$ cat config.mk
export PLATFORM = sky130hd
export DESIGN_NAME = rmbs_top
export DESIGN_NICKNAME = d
export VERILOG_FILES = /design/src/logic/rmbs_pkg.sv /design/src/logic/rmbs_sel_if.sv /design/src/logic/rmbs_top.sv /design/src/logic/rmbs_decode.sv
export SDC_FILE = /design/constraint.sdc
export NUM_CORES = 1
export LEC_CHECK = 0
export BUFFER_PORTS_ARGS = -buffer_cell sky130_fd_sc_hd__buf_2
export CAP_MARGIN = 10
export CORE_ASPECT_RATIO = 1.4
export CORE_UTILIZATION = 53
export DETAILED_ROUTE_END_ITERATION = 6
export PLACE_DENSITY = 0.82
export SLEW_MARGIN = 30
export SYNTH_ARGS = -nofsm -noshare
export SYNTH_HDL_FRONTEND = slang
export SYNTH_HIERARCHICAL = 1
export SYNTH_SLANG_ARGS = --single-unit
$ cat constraint.sdc
create_clock -name clk -period 3.27 [get_ports clk]
set_clock_uncertainty 0.1 [all_clocks]
set_input_delay 0.654 -clock clk [delete_from_list [all_inputs] [get_ports clk]]
set_output_delay 0.654 -clock clk [all_outputs]
set_load 0.03 [all_outputs]
$ cat src/logic/rmbs_pkg.sv
package rmbs_pkg;
	// bus and array geometry
	localparam int BUS_W     = 16;
	localparam int BANK_W    = 3;
	localparam int ADDR_W    = 12;
	// memory cycle strobe and inhibit are active low on the pins
	localparam logic STROBE_ON  = 1'b0;
	localparam logic INHIBIT_ON = 1'b0;
	// refresh select high marks a refresh cycle
	localparam logic REFRESH_ON = 1'b1;
	// array data input source per bit: bits past the address lines reuse bus lines from line 0 up
	localparam logic [3:0] SPARE_LINE_BASE = 4'h0;
	typedef enum logic [2:0] {
		RMBS_IDLE    = 3'b001,
		RMBS_ACCESS  = 3'b010,
		RMBS_REFRESH = 3'b100
	} rmbs_state_t;
endpackage

$ cat src/logic/rmbs_sel_if.sv
`timescale 1ns/10ps
// decoded selection between the decoder and the output stage
interface rmbs_sel_if;
	logic access_sel;
	logic refresh_sel;
	modport decoder (output access_sel, output refresh_sel);
	modport user    (input access_sel, input refresh_sel);
endinterface

$ cat src/logic/rmbs_top.sv
`timescale 1ns/10ps
// What this block does
// - in 4K arrays each of the first twelve chips takes data input from its own bus line
// - chips beyond the twelve address lines take data from spare bus lines; the 4K wiring here takes bus lines 0 to 3 instead
// - each chip output stays separate, through its own driver stage
// - in 8K arrays same-bit chips may share data inputs and outputs
// - select array when bank lines equal jumpers and refresh line low
// - enable array access only while memory cycle strobe asserted
// - during refresh select array on strobe regardless of bank lines
// - during refresh drive every chip select feed high
// - inhibit line low keeps output enable inactive, outputs off bus
// - overbar signals active low, others active high
module rmbs_top
	import rmbs_pkg::*;
#(
	parameter int CHIPS     = rmbs_pkg::BUS_W,
	parameter bit WIDE_8K   = 1'b0
)(
	input  wire logic                       clk,
	input  wire logic                       sys_rst,
	input  wire logic [rmbs_pkg::BUS_W-1:0] mem_bus_in,
	input  wire logic [rmbs_pkg::BANK_W-1:0] bank_address_lines,
	input  wire logic                       refresh_select_line,
	input  wire logic                       memory_cycle_strobe_n,
	input  wire logic                       ram_inhibit_line_n,
	input  wire logic                       bank_jumper_one,
	input  wire logic                       bank_jumper_two,
	input  wire logic                       bank_jumper_three,
	input  wire logic [CHIPS-1:0]           chip_data_out,
	output logic [CHIPS-1:0]                chip_data_in,
	output logic                            refresh_chip_select_feed,
	output logic                            array_strobe_n,
	output logic                            ram_output_enable_n,
	output logic [rmbs_pkg::BUS_W-1:0]      mem_bus_out,
	output logic [rmbs_pkg::BUS_W-1:0]      mem_bus_oe_n,
	output logic [2:0]                      state_out
);
	import rmbs_pkg::*;

	// two-stage synchronisers for every pin input
	logic [BUS_W-1:0]  bus_s1_r, bus_s2_r;
	logic [BANK_W-1:0] bank_s1_r, bank_s2_r;
	logic [BANK_W-1:0] jmp_s1_r, jmp_s2_r;
	logic [CHIPS-1:0]  dout_s1_r, dout_s2_r;
	logic              ref_s1_r, ref_s2_r;
	logic              stb_s1_r, stb_s2_r;
	logic              inh_s1_r, inh_s2_r;
	rmbs_state_t       state_r, state_nxt;
	rmbs_sel_if        sel ();
	logic              strobe_active;
	logic              inhibit_active;
	logic [CHIPS-1:0]  din_nxt;
	logic [BUS_W-1:0]  oe_nxt;
	logic              drive_on;

	// bus lines, sampled for the chip data inputs
	always_ff @(posedge clk) begin
		if (sys_rst) begin
			bus_s1_r <= '0;
			bus_s2_r <= '0;
		end else begin
			bus_s1_r <= mem_bus_in;
			bus_s2_r <= bus_s1_r;
		end
	end

	// bank address lines
	always_ff @(posedge clk) begin
		if (sys_rst) begin
			bank_s1_r <= '0;
			bank_s2_r <= '0;
		end else begin
			bank_s1_r <= bank_address_lines;
			bank_s2_r <= bank_s1_r;
		end
	end

	// bank jumpers, static but still pins
	always_ff @(posedge clk) begin
		if (sys_rst) begin
			jmp_s1_r <= '0;
			jmp_s2_r <= '0;
		end else begin
			jmp_s1_r <= {bank_jumper_three, bank_jumper_two, bank_jumper_one};
			jmp_s2_r <= jmp_s1_r;
		end
	end

	// chip data outputs
	always_ff @(posedge clk) begin
		if (sys_rst) begin
			dout_s1_r <= '0;
			dout_s2_r <= '0;
		end else begin
			dout_s1_r <= chip_data_out;
			dout_s2_r <= dout_s1_r;
		end
	end

	// refresh select, resets to the non-refresh level
	always_ff @(posedge clk) begin
		if (sys_rst) begin
			ref_s1_r <= ~REFRESH_ON;
			ref_s2_r <= ~REFRESH_ON;
		end else begin
			ref_s1_r <= refresh_select_line;
			ref_s2_r <= ref_s1_r;
		end
	end

	// cycle strobe, resets inactive so no false cycle follows reset
	always_ff @(posedge clk) begin
		if (sys_rst) begin
			stb_s1_r <= ~STROBE_ON;
			stb_s2_r <= ~STROBE_ON;
		end else begin
			stb_s1_r <= memory_cycle_strobe_n;
			stb_s2_r <= stb_s1_r;
		end
	end

	// inhibit line, resets released
	always_ff @(posedge clk) begin
		if (sys_rst) begin
			inh_s1_r <= ~INHIBIT_ON;
			inh_s2_r <= ~INHIBIT_ON;
		end else begin
			inh_s1_r <= ram_inhibit_line_n;
			inh_s2_r <= inh_s1_r;
		end
	end

	assign strobe_active  = (stb_s2_r == STROBE_ON);
	assign inhibit_active = (inh_s2_r == INHIBIT_ON);

	// decode sees synchronised lines only, so pin skew cannot strobe the array
	// bank decode
	rmbs_decode u_decode (
		.bank_lines    (bank_s2_r),
		.jumpers       (jmp_s2_r),
		.refresh_line  (ref_s2_r),
		.strobe_active (strobe_active),
		.sel           (sel.decoder)
	);

	// cycle state: idle, access or refresh
	always_comb begin
		case (1'b1)
			sel.refresh_sel: state_nxt = RMBS_REFRESH;
			sel.access_sel:  state_nxt = RMBS_ACCESS;
			default:         state_nxt = RMBS_IDLE;
		endcase
	end

	// cycle state register
	always_ff @(posedge clk) begin
		if (sys_rst)
			state_r <= RMBS_IDLE;
		else
			state_r <= state_nxt;
	end

	// data input wiring per chip
	// bits past the address lines reuse bus lines 0 to 3 unless WIDE_8K
	generate
		for (genvar i = 0; i < CHIPS; i++) begin : g_din
			if (i < ADDR_W || WIDE_8K) begin : g_addr
				assign din_nxt[i] = bus_s2_r[i % BUS_W];
			end else begin : g_spare
				assign din_nxt[i] = bus_s2_r[(32'(SPARE_LINE_BASE) + i - ADDR_W) % BUS_W];
			end
		end
	endgenerate

	// chip inputs, strobe and refresh chip select
	always_ff @(posedge clk) begin
		if (sys_rst) begin
			chip_data_in             <= '0;
			refresh_chip_select_feed <= 1'b0;
			array_strobe_n           <= 1'b1;
		end else begin
			chip_data_in <= din_nxt;
			refresh_chip_select_feed <= (state_nxt == RMBS_REFRESH);
			array_strobe_n <= !(state_nxt != RMBS_IDLE);
		end
	end

	// enable condition shared by the output stage
	// inhibit blocks enable
	assign drive_on = (state_nxt == RMBS_ACCESS) && !inhibit_active;

	// open-drain driver per bus line, discharges zeros only
	generate
		for (genvar b = 0; b < BUS_W; b++) begin : g_drv
			assign oe_nxt[b] = !(drive_on && !dout_s2_r[b % CHIPS]);
		end
	endgenerate

	// output stage towards memory bus
	always_ff @(posedge clk) begin
		if (sys_rst) begin
			ram_output_enable_n <= 1'b1;
			mem_bus_out         <= '0;
			mem_bus_oe_n        <= '1;
		end else begin
			ram_output_enable_n <= !drive_on;
			mem_bus_out         <= '0;
			mem_bus_oe_n        <= oe_nxt;
		end
	end

	// state visible for debug, straight from the state register
	assign state_out = state_r;
endmodule // rmbs_top

$ cat src/logic/rmbs_decode.sv
`timescale 1ns/10ps
// bank compare against jumpers, combinational on synchronised lines
module rmbs_decode
	import rmbs_pkg::*;
(
	input  wire logic [BANK_W-1:0] bank_lines,
	input  wire logic [BANK_W-1:0] jumpers,
	input  wire logic              refresh_line,
	input  wire logic              strobe_active,
	rmbs_sel_if.decoder            sel
);
	// match only outside refresh, refresh selects any bank
	always_comb begin
		sel.access_sel  = strobe_active && (refresh_line != REFRESH_ON) && (bank_lines == jumpers);
		sel.refresh_sel = strobe_active && (refresh_line == REFRESH_ON);
	end
endmodule // rmbs_decode

==> results of run 1 <==
synth_stat cells, drive strengths merged:
master / n
nand2b: 17
o21bai: 1
or2: 4
buf: 23
xor2: 3
conb: 1
and4bb: 1
nor4: 1
clkbuf: 9
dfxtp: 107
nor3b: 1
inv: 2
nor2b: 84
and2: 1
sequential cells by signal, summed over array words and instances (netlist names):
name	cells
bank_s1_r	3
bank_s2_r	3
bus_s1_r	12
bus_s2_r	12
chip_data_in	12
dout_s1_r	16
dout_s2_r	16
inh_s1_r	1
inh_s2_r	1
jmp_s1_r	3
jmp_s2_r	3
mem_bus_oe_n	16
ram_output_enable_n	1
ref_s1_r	1
ref_s2_r	1
refresh_chip_select_feed	1
state_out	3
stb_s1_r	1
stb_s2_r	1
kinds of logic after synthesis:
logic type / synth area share [%]
AND/OR/NAND/NOR: 22.6
flip-flops: 69.5
buffers and inverters: 6.77
XOR/XNOR: 0.852
AO/OA/AOI/OAI: 0.243
other: 0.122
area by class of cell:
| cell class | instances | area [sq um] | share of cell area, % |
|---|---|---|---|
| flip-flops and latches | 107 | 2140 | 59.1 |
| multi-input cells | 129 | 790 | 21.8 |
| repair buffers | 78 | 395 | 10.9 |
| clock buffers | 9 | 124 | 3.41 |
| well taps | 68 | 85.1 | 2.35 |
| clock inverters | 7 | 83.8 | 2.31 |
| inverters | 2 | 7.51 | 0.207 |
per-stage QoR:
step | hold WS [ns] | cells | util (%)
floorplan | 0.286 | 270 | -
CTS | 0.310 | 400 | 65.2
finish | 0.309 | 400 | 65.2
global route | 0.332 | 400 | 65.2
global placement | 0.290 | 384 | 61.4
detailed placement | 0.292 | 384 | 61.4
worst min path at each step:
stage | to | slack (ns) | cells past startpoint
final | mem_bus_oe_n[14] | 0.31 | 1
after floorplan | mem_bus_oe_n[0] | 0.29 | 1
after detailed placement | mem_bus_oe_n[3] | 0.29 | 1
after global routing | mem_bus_oe_n[1] | 0.33 | 1
after CTS | mem_bus_oe_n[14] | 0.31 | 1
after global placement | mem_bus_oe_n[4] | 0.29 | 1
routing by layer:
| metal | share of wire [%] | wire [um] |
|---|---|---|
| met5 | 0 | 0 |
| met4 | 2.9 | 117 |
| met3 | 4.8 | 194 |
| met2 | 53 | 2130 |
| met1 | 39 | 1570 |
power by group through the flow:
stage,Sequential (mW),Clock (mW),Combinational (mW)
detailed placement,1.39,0,0.135
global placement,1.39,0,0.131
floorplan,1.41,0,0.0971
CTS,1.36,0.823,0.135
global route,1.37,0.875,0.145
finish,1.36,0.802,0.133
==> flow_metrics.py, run 1 <==
metrics = {
    "power_and_ir_drop": {
        "power_density_nw_per_um2": 634,
        "p_leak_nw": 1.60,
        "comb_power_share_pct": 5.8,
        "total_power_mw": 2.30,
        "p_int_mw": 1.77,
        "peakVddDrop_v": 0.000358,
        "p_sw_share_pct": 22.9,
        "p_clk_share_pct": 34.9,
        "p_switching_uw": 526,
        "seqPwrFrac_pct": 59.3,
    },
    "logic_synthesis": {
        "netlist.area_leader.share_pct": 69.5,
        "synthesis.area_sq_um": 3080,
        "synthCells": 255,
        "synth_seq_cells": 107,
        "avgSynthCellArea_sq_um": 12.1,
        "synthTopCellsByArea": "dfxtp_1, nor2b_1, buf_4",
        "synth_top_area_cell": "dfxtp_1",
        "synth.yosys.seq_area_share_pct": 69.5,
        "yosysWarnings": 6,
        "yosys.cell_types.count": 15,
    },
    "drt": {
        "vias_per_cell": 4.14,
        "first_pass_iters": 3,
        "vias": 1654,
        "antenna_left": 0,
        "remaining_drc_errors": 0,
        "post_drt_wl_per_cell_um": 10.0,
        "routed_wl_um": 4020,
        "drtIter0Drc": 37,
    },
    "run_status": {
        "status": "completed",
    },
    "timing": {
        "final-setup-viol-count": 0,
        "fin_ws_ns": 1.58,
        "setup_tns_ns": 0,
        "hold_violations": 0,
        "fin_crit_sh_pct": 51.6,
        "clock.fmax_mhz": 593,
        "drv_slew": 0,
        "grt_setup_unrepaired": "false",
        "period_needed_ns": 1.69,
    },
    "grt": {
        "grt-ovfl-total": 0,
        "use_met1_pct": 13.8,
        "grt_pass1_wl_um": 6070,
        "grt_max_degree": 45,
        "grt_use_met2_pct": 24.3,
        "grt_pass1_vias": 1403,
        "busiest_layer": "met2",
        "gr-usage-met3_pct": 4.60,
        "antenna_found_initial": 0,
        "track_usage_pct": 14.2,
    },
    "layout": {
        "layout.nets": 370,
        "syn_to_final_growth_pct": 17.6,
        "final_layout_size_suffix_gt1_share_pct": 30.1,
        "nFillCells": 442,
        "layout.cells.most_common": "dfxtp_1",
        "mostFrequentLayoutCells": "dfxtp_1, nor2b_1, buf_2, nand2b_1, conb_1",
        "final_area_sq_um": 3630,
        "diodes": 0,
    },
    "worst_setup_path": {
        "crit_path_max_fanout": 17,
        "r2r-end": "mem_bus_oe_n[5]",
        "ff2ff_setup_slack_ns": 1.58,
        "crit_arrival_ns": 1.83,
        "r2r-start": "jmp_s2_r[0]",
        "cp_num_cells": 4,
        "cp_data_required_time_ns": 3.41,
        "crit_slowest_cell": "and4bb_2",
        "crit_start": "jmp_s2_r[0]",
        "crit_family": "simple AND/OR/NAND/NOR gates",
        "critPathMaxStageDelay_ns": 0.51,
        "critPathKind": "register to register",
        "end_kind": "register",
        "cp-start-kind": "register",
        "critPathCapture": "mem_bus_oe_n[5]",
        "crit_chain": "xor2_1 -> nor4_2 -> and4bb_2 -> nand2b_1",
        "worstRegToRegCells": 4,
        "critPathBufInv": 0,
    },
    "placement": {
        "dp_hpwl_um": 2710,
        "gp_congestion": 0.679,
        "dpl_cell_area_sq_um": 3420,
        "io_buffers": 76,
        "dp_slack_ns": 1.45,
    },
    "clock_tree": {
        "clock_latency_ns": 0.36,
        "clk_pin_slew_ns": 0.09,
        "clkSinkCount": 107,
        "cts_resized": 0,
        "clockBufferDepth": 2,
        "htree_levels": 3,
        "numCtsBuffers": 9,
        "root_buffer": "clkbuf_8",
        "cts_tree": "built",
        "postCtsSetupBuffers": 0,
        "cts.hold.buffers_added": 0,
    },
    "floorplan": {
        "die_x_um": 66.5,
        "die_h_um": 92.3,
        "die-area_sq_um": 6130,
        "initial_core_util_pct": 55.4,
        "rows": 32,
        "core_sq_um": 5570,
        "io_pins": 97,
    },
    "flow_run": {
        "drv_cap": 0,
    },
    "hold_path": {
        "hp-start": "dout_s2_r[14]",
        "hp-class": "register to register",
    },
}
Note: power is estimated with default switching activity, not from simulation.
==> inputs of run 2 (changes only) <==
ABC_AREA = 1   (was unset)
CORE_UTILIZATION = 45   (was 53)
PLACE_DENSITY = 0.74   (was 0.82)
clock period = 1.4 ns   (was 3.27 ns; I/O delays follow)
==> run 2 against run 1 <==
Compared with the run above: total power is 130% higher; cell count is 42% higher; first-iteration DRC count is 120% higher; die area is 27% higher; combinational power grew to 3.0 times the previous value; clock-buffer cell count is 1 higher; worst hold slack worse by 0.28 ns; sequential share of layout area is 6.9 points lower; via count is 33% higher.
==> flow_metrics.py, run 2 <==
metrics = {
    "logic_synthesis": {
        "synthTopCellsByCount": "dfxtp_1, inv_1, nor2_1",
        "synth_xor_area_share_pct": 0,
        "avgSynthCellArea_sq_um": 8.98,
        "synthFlopType": "dfxtp_1",
        "synth_edf_count": 0,
        "yosys.cell_types.count": 16,
        "yosys.area_share.simple_pct": 16.1,
        "yosysWarnings": 6,
        "synth-async-reset-ratio_pct": 0,
        "synth.yosys.seq_area_share_pct": 64.1,
        "synthTopCellsByArea": "dfxtp_1, inv_1, nor2_1",
        "synth_top_area_cell": "dfxtp_1",
        "synth_top_family_by_area": "buffers and inverters",
        "synth_fa_ha_area_share_pct": 0,
        "synth_seq_cells": 107,
        "synthesis.area_sq_um": 3340,
        "netlist.area_leader.share_pct": 64.1,
        "synth_mux_area_share_pct": 0,
        "synth_compound_area_share_pct": 0,
        "synthCells": 372,
    },
    "timing": {
        "fin_crit_sh_pct": 96.6,
        "worst_slew_pin_slew_ns": 0.520,
        "period_needed_ns": 1.35,
        "setup_tns_ns": 0,
        "grt_setup_unrepaired": "true",
        "clock.fmax_mhz": 739,
        "drv_slew": 0,
        "final-setup-viol-count": 0,
        "slew_headroom_pct": 65.3,
        "hold_violations": 0,
    },
    "placement": {
        "io_buffers": 76,
        "dpl_cell_area_sq_um": 3690,
        "gp_congestion": 0.686,
        "dp_hpwl_um": 2950,
        "dp_cells": 527,
    },
    "layout": {
        "diodes": 0,
        "final_area_sq_um": 4110,
        "syn_to_final_growth_pct": 23.0,
        "fin_cells": 567,
        "mostFrequentLayoutCells": "dfxtp_1, inv_1, nor2_1, buf_2, dlygate4sd3_1",
        "layout.nets": 510,
        "final_layout_size_suffix_gt1_share_pct": 22.9,
        "post-route-util_pct": 58.1,
        "top_regs": "dout_s1_r (16), dout_s2_r (16), mem_bus_oe_n (16)",
        "layout.cells.most_common": "dfxtp_1",
    },
    "clock_tree": {
        "htree_levels": 3,
        "numCtsBuffers": 9,
        "clk_pin_slew_ns": 0.10,
        "clockBufferDepth": 2,
        "clkSinkCount": 107,
        "cts_tree": "built",
        "clock_latency_ns": 0.36,
        "root_buffer": "clkbuf_8",
    },
    "worst_setup_path": {
        "r2r-start": "stb_s2_r",
        "crit_family": "simple AND/OR/NAND/NOR gates",
        "critPathKind": "register to register",
        "cp_data_required_time_ns": 1.52,
        "crit_arrival_ns": 1.47,
        "crit_path_max_fanout": 8,
        "crit_chain": "inv_2 -> nand2_2 -> nor2_1 -> nand2_1 -> nor2_2 -> inv_4 -> nor2_4 -> nand4_1",
        "critPathBufInv": 2,
        "critPathMaxStageDelay_ns": 0.33,
        "end_kind": "register",
        "cp-start-kind": "register",
        "crit_start": "stb_s2_r",
        "crit_slowest_cell": "dfxtp_2",
    },
    "floorplan": {
        "die_h_um": 104,
        "core_sq_um": 7070,
        "die_x_um": 74.8,
        "die-area_sq_um": 7780,
        "rows": 36,
        "io_pins": 97,
        "initial_core_util_pct": 47.2,
    },
    "run_status": {
        "status": "completed",
    },
    "drt": {
        "drtIter0Drc": 83,
        "routed_wl_um": 4720,
        "vias_per_cell": 3.87,
        "antenna_left": 0,
        "drt-met1-wl_um": 1890,
        "first_pass_iters": 3,
        "post_drt_wl_per_cell_um": 8.32,
        "remaining_drc_errors": 0,
        "wl_met2_um": 2500,
        "vias": 2195,
        "dr_wl_met3_um": 246,
        "top_layer_used": "met4",
    },
    "flow_run": {
        "drv_cap": 0,
    },
    "grt": {
        "track_usage_pct": 13.1,
        "grt_max_degree": 58,
        "antenna_found_initial": 0,
        "grt-ovfl-total": 0,
        "grt_pass1_vias": 1839,
        "grt_pass1_wl_um": 7710,
    },
    "power_and_ir_drop": {
        "power_density_nw_per_um2": 1280,
        "p_leak_nw": 2.03,
        "peakVddDrop_v": 0.000664,
        "total_power_mw": 5.26,
    },
    "hold_path": {
        "hp-class": "primary input to register",
        "hp-start": "mem_bus_in[9]",
    },
}
==> run 2: cell type report <==
class,instances,area [sq um]
Multi-Input combinational cell,138,611
Clock inverter,6,48.8
Fill cell,642,2960
Clock buffer,10,128
Timing Repair Buffer,103,651
Inverter,108,408
Tap cell,95,119
Sequential cell,107,2140
==> run 2: where the power goes <==
group          total, mW  switching (mW)  internal (mW)
sequential          3.19          0.0341           3.16
combinational      0.401           0.245          0.156
clock               1.66           0.992          0.670
total               5.26            1.27           3.99
==> run 2: kinds of logic after synthesis <==
kind of cell           count (synthesis)
buffers and inverters                143
AND/OR/NAND/NOR                      121
flip-flops                           107
other                                  1
==> run 2: worst paths after layout <==
check                                        end  slack [ns]  cells after the start
worst max-delay path            mem_bus_oe_n[14]        0.05                      8
worst min register to register      bank_s2_r[1]        0.30                      2
worst max register to register  mem_bus_oe_n[14]        0.05                      8
worst min-delay path                 bus_s1_r[9]        0.02                      3
==> run 2: through the flow <==
stage,worst slack [ns],hold slack (ns)
after floorplan,0.151,0.277
after global placement,0.0984,0.288
after detailed placement,0.0534,0.293
after CTS,0.0383,0.000261
after global routing,-0.0411,0.0000599
final,0.0473,0.0250
==> run 2: layer usage <==
layer	GRT usage, %	up-vias
li1	-	1187
met4	6.06	0
met2	21.6	64
met1	14.0	935
met3	5.62	9
met5	0	-
==> run 2: what timing repair did <==
item,in CTS,in global routing
buffers inserted,0,1
resized for setup,0,8
hold endpoints to repair,18,4
endpoints found under the setup margin,0,16
hold buffers,18,4
==> run 2: worst min-delay path, stage by stage <==
cell,delay [ns]
buf_2,0.09
inv_1,0.04
nor2_1,0.03
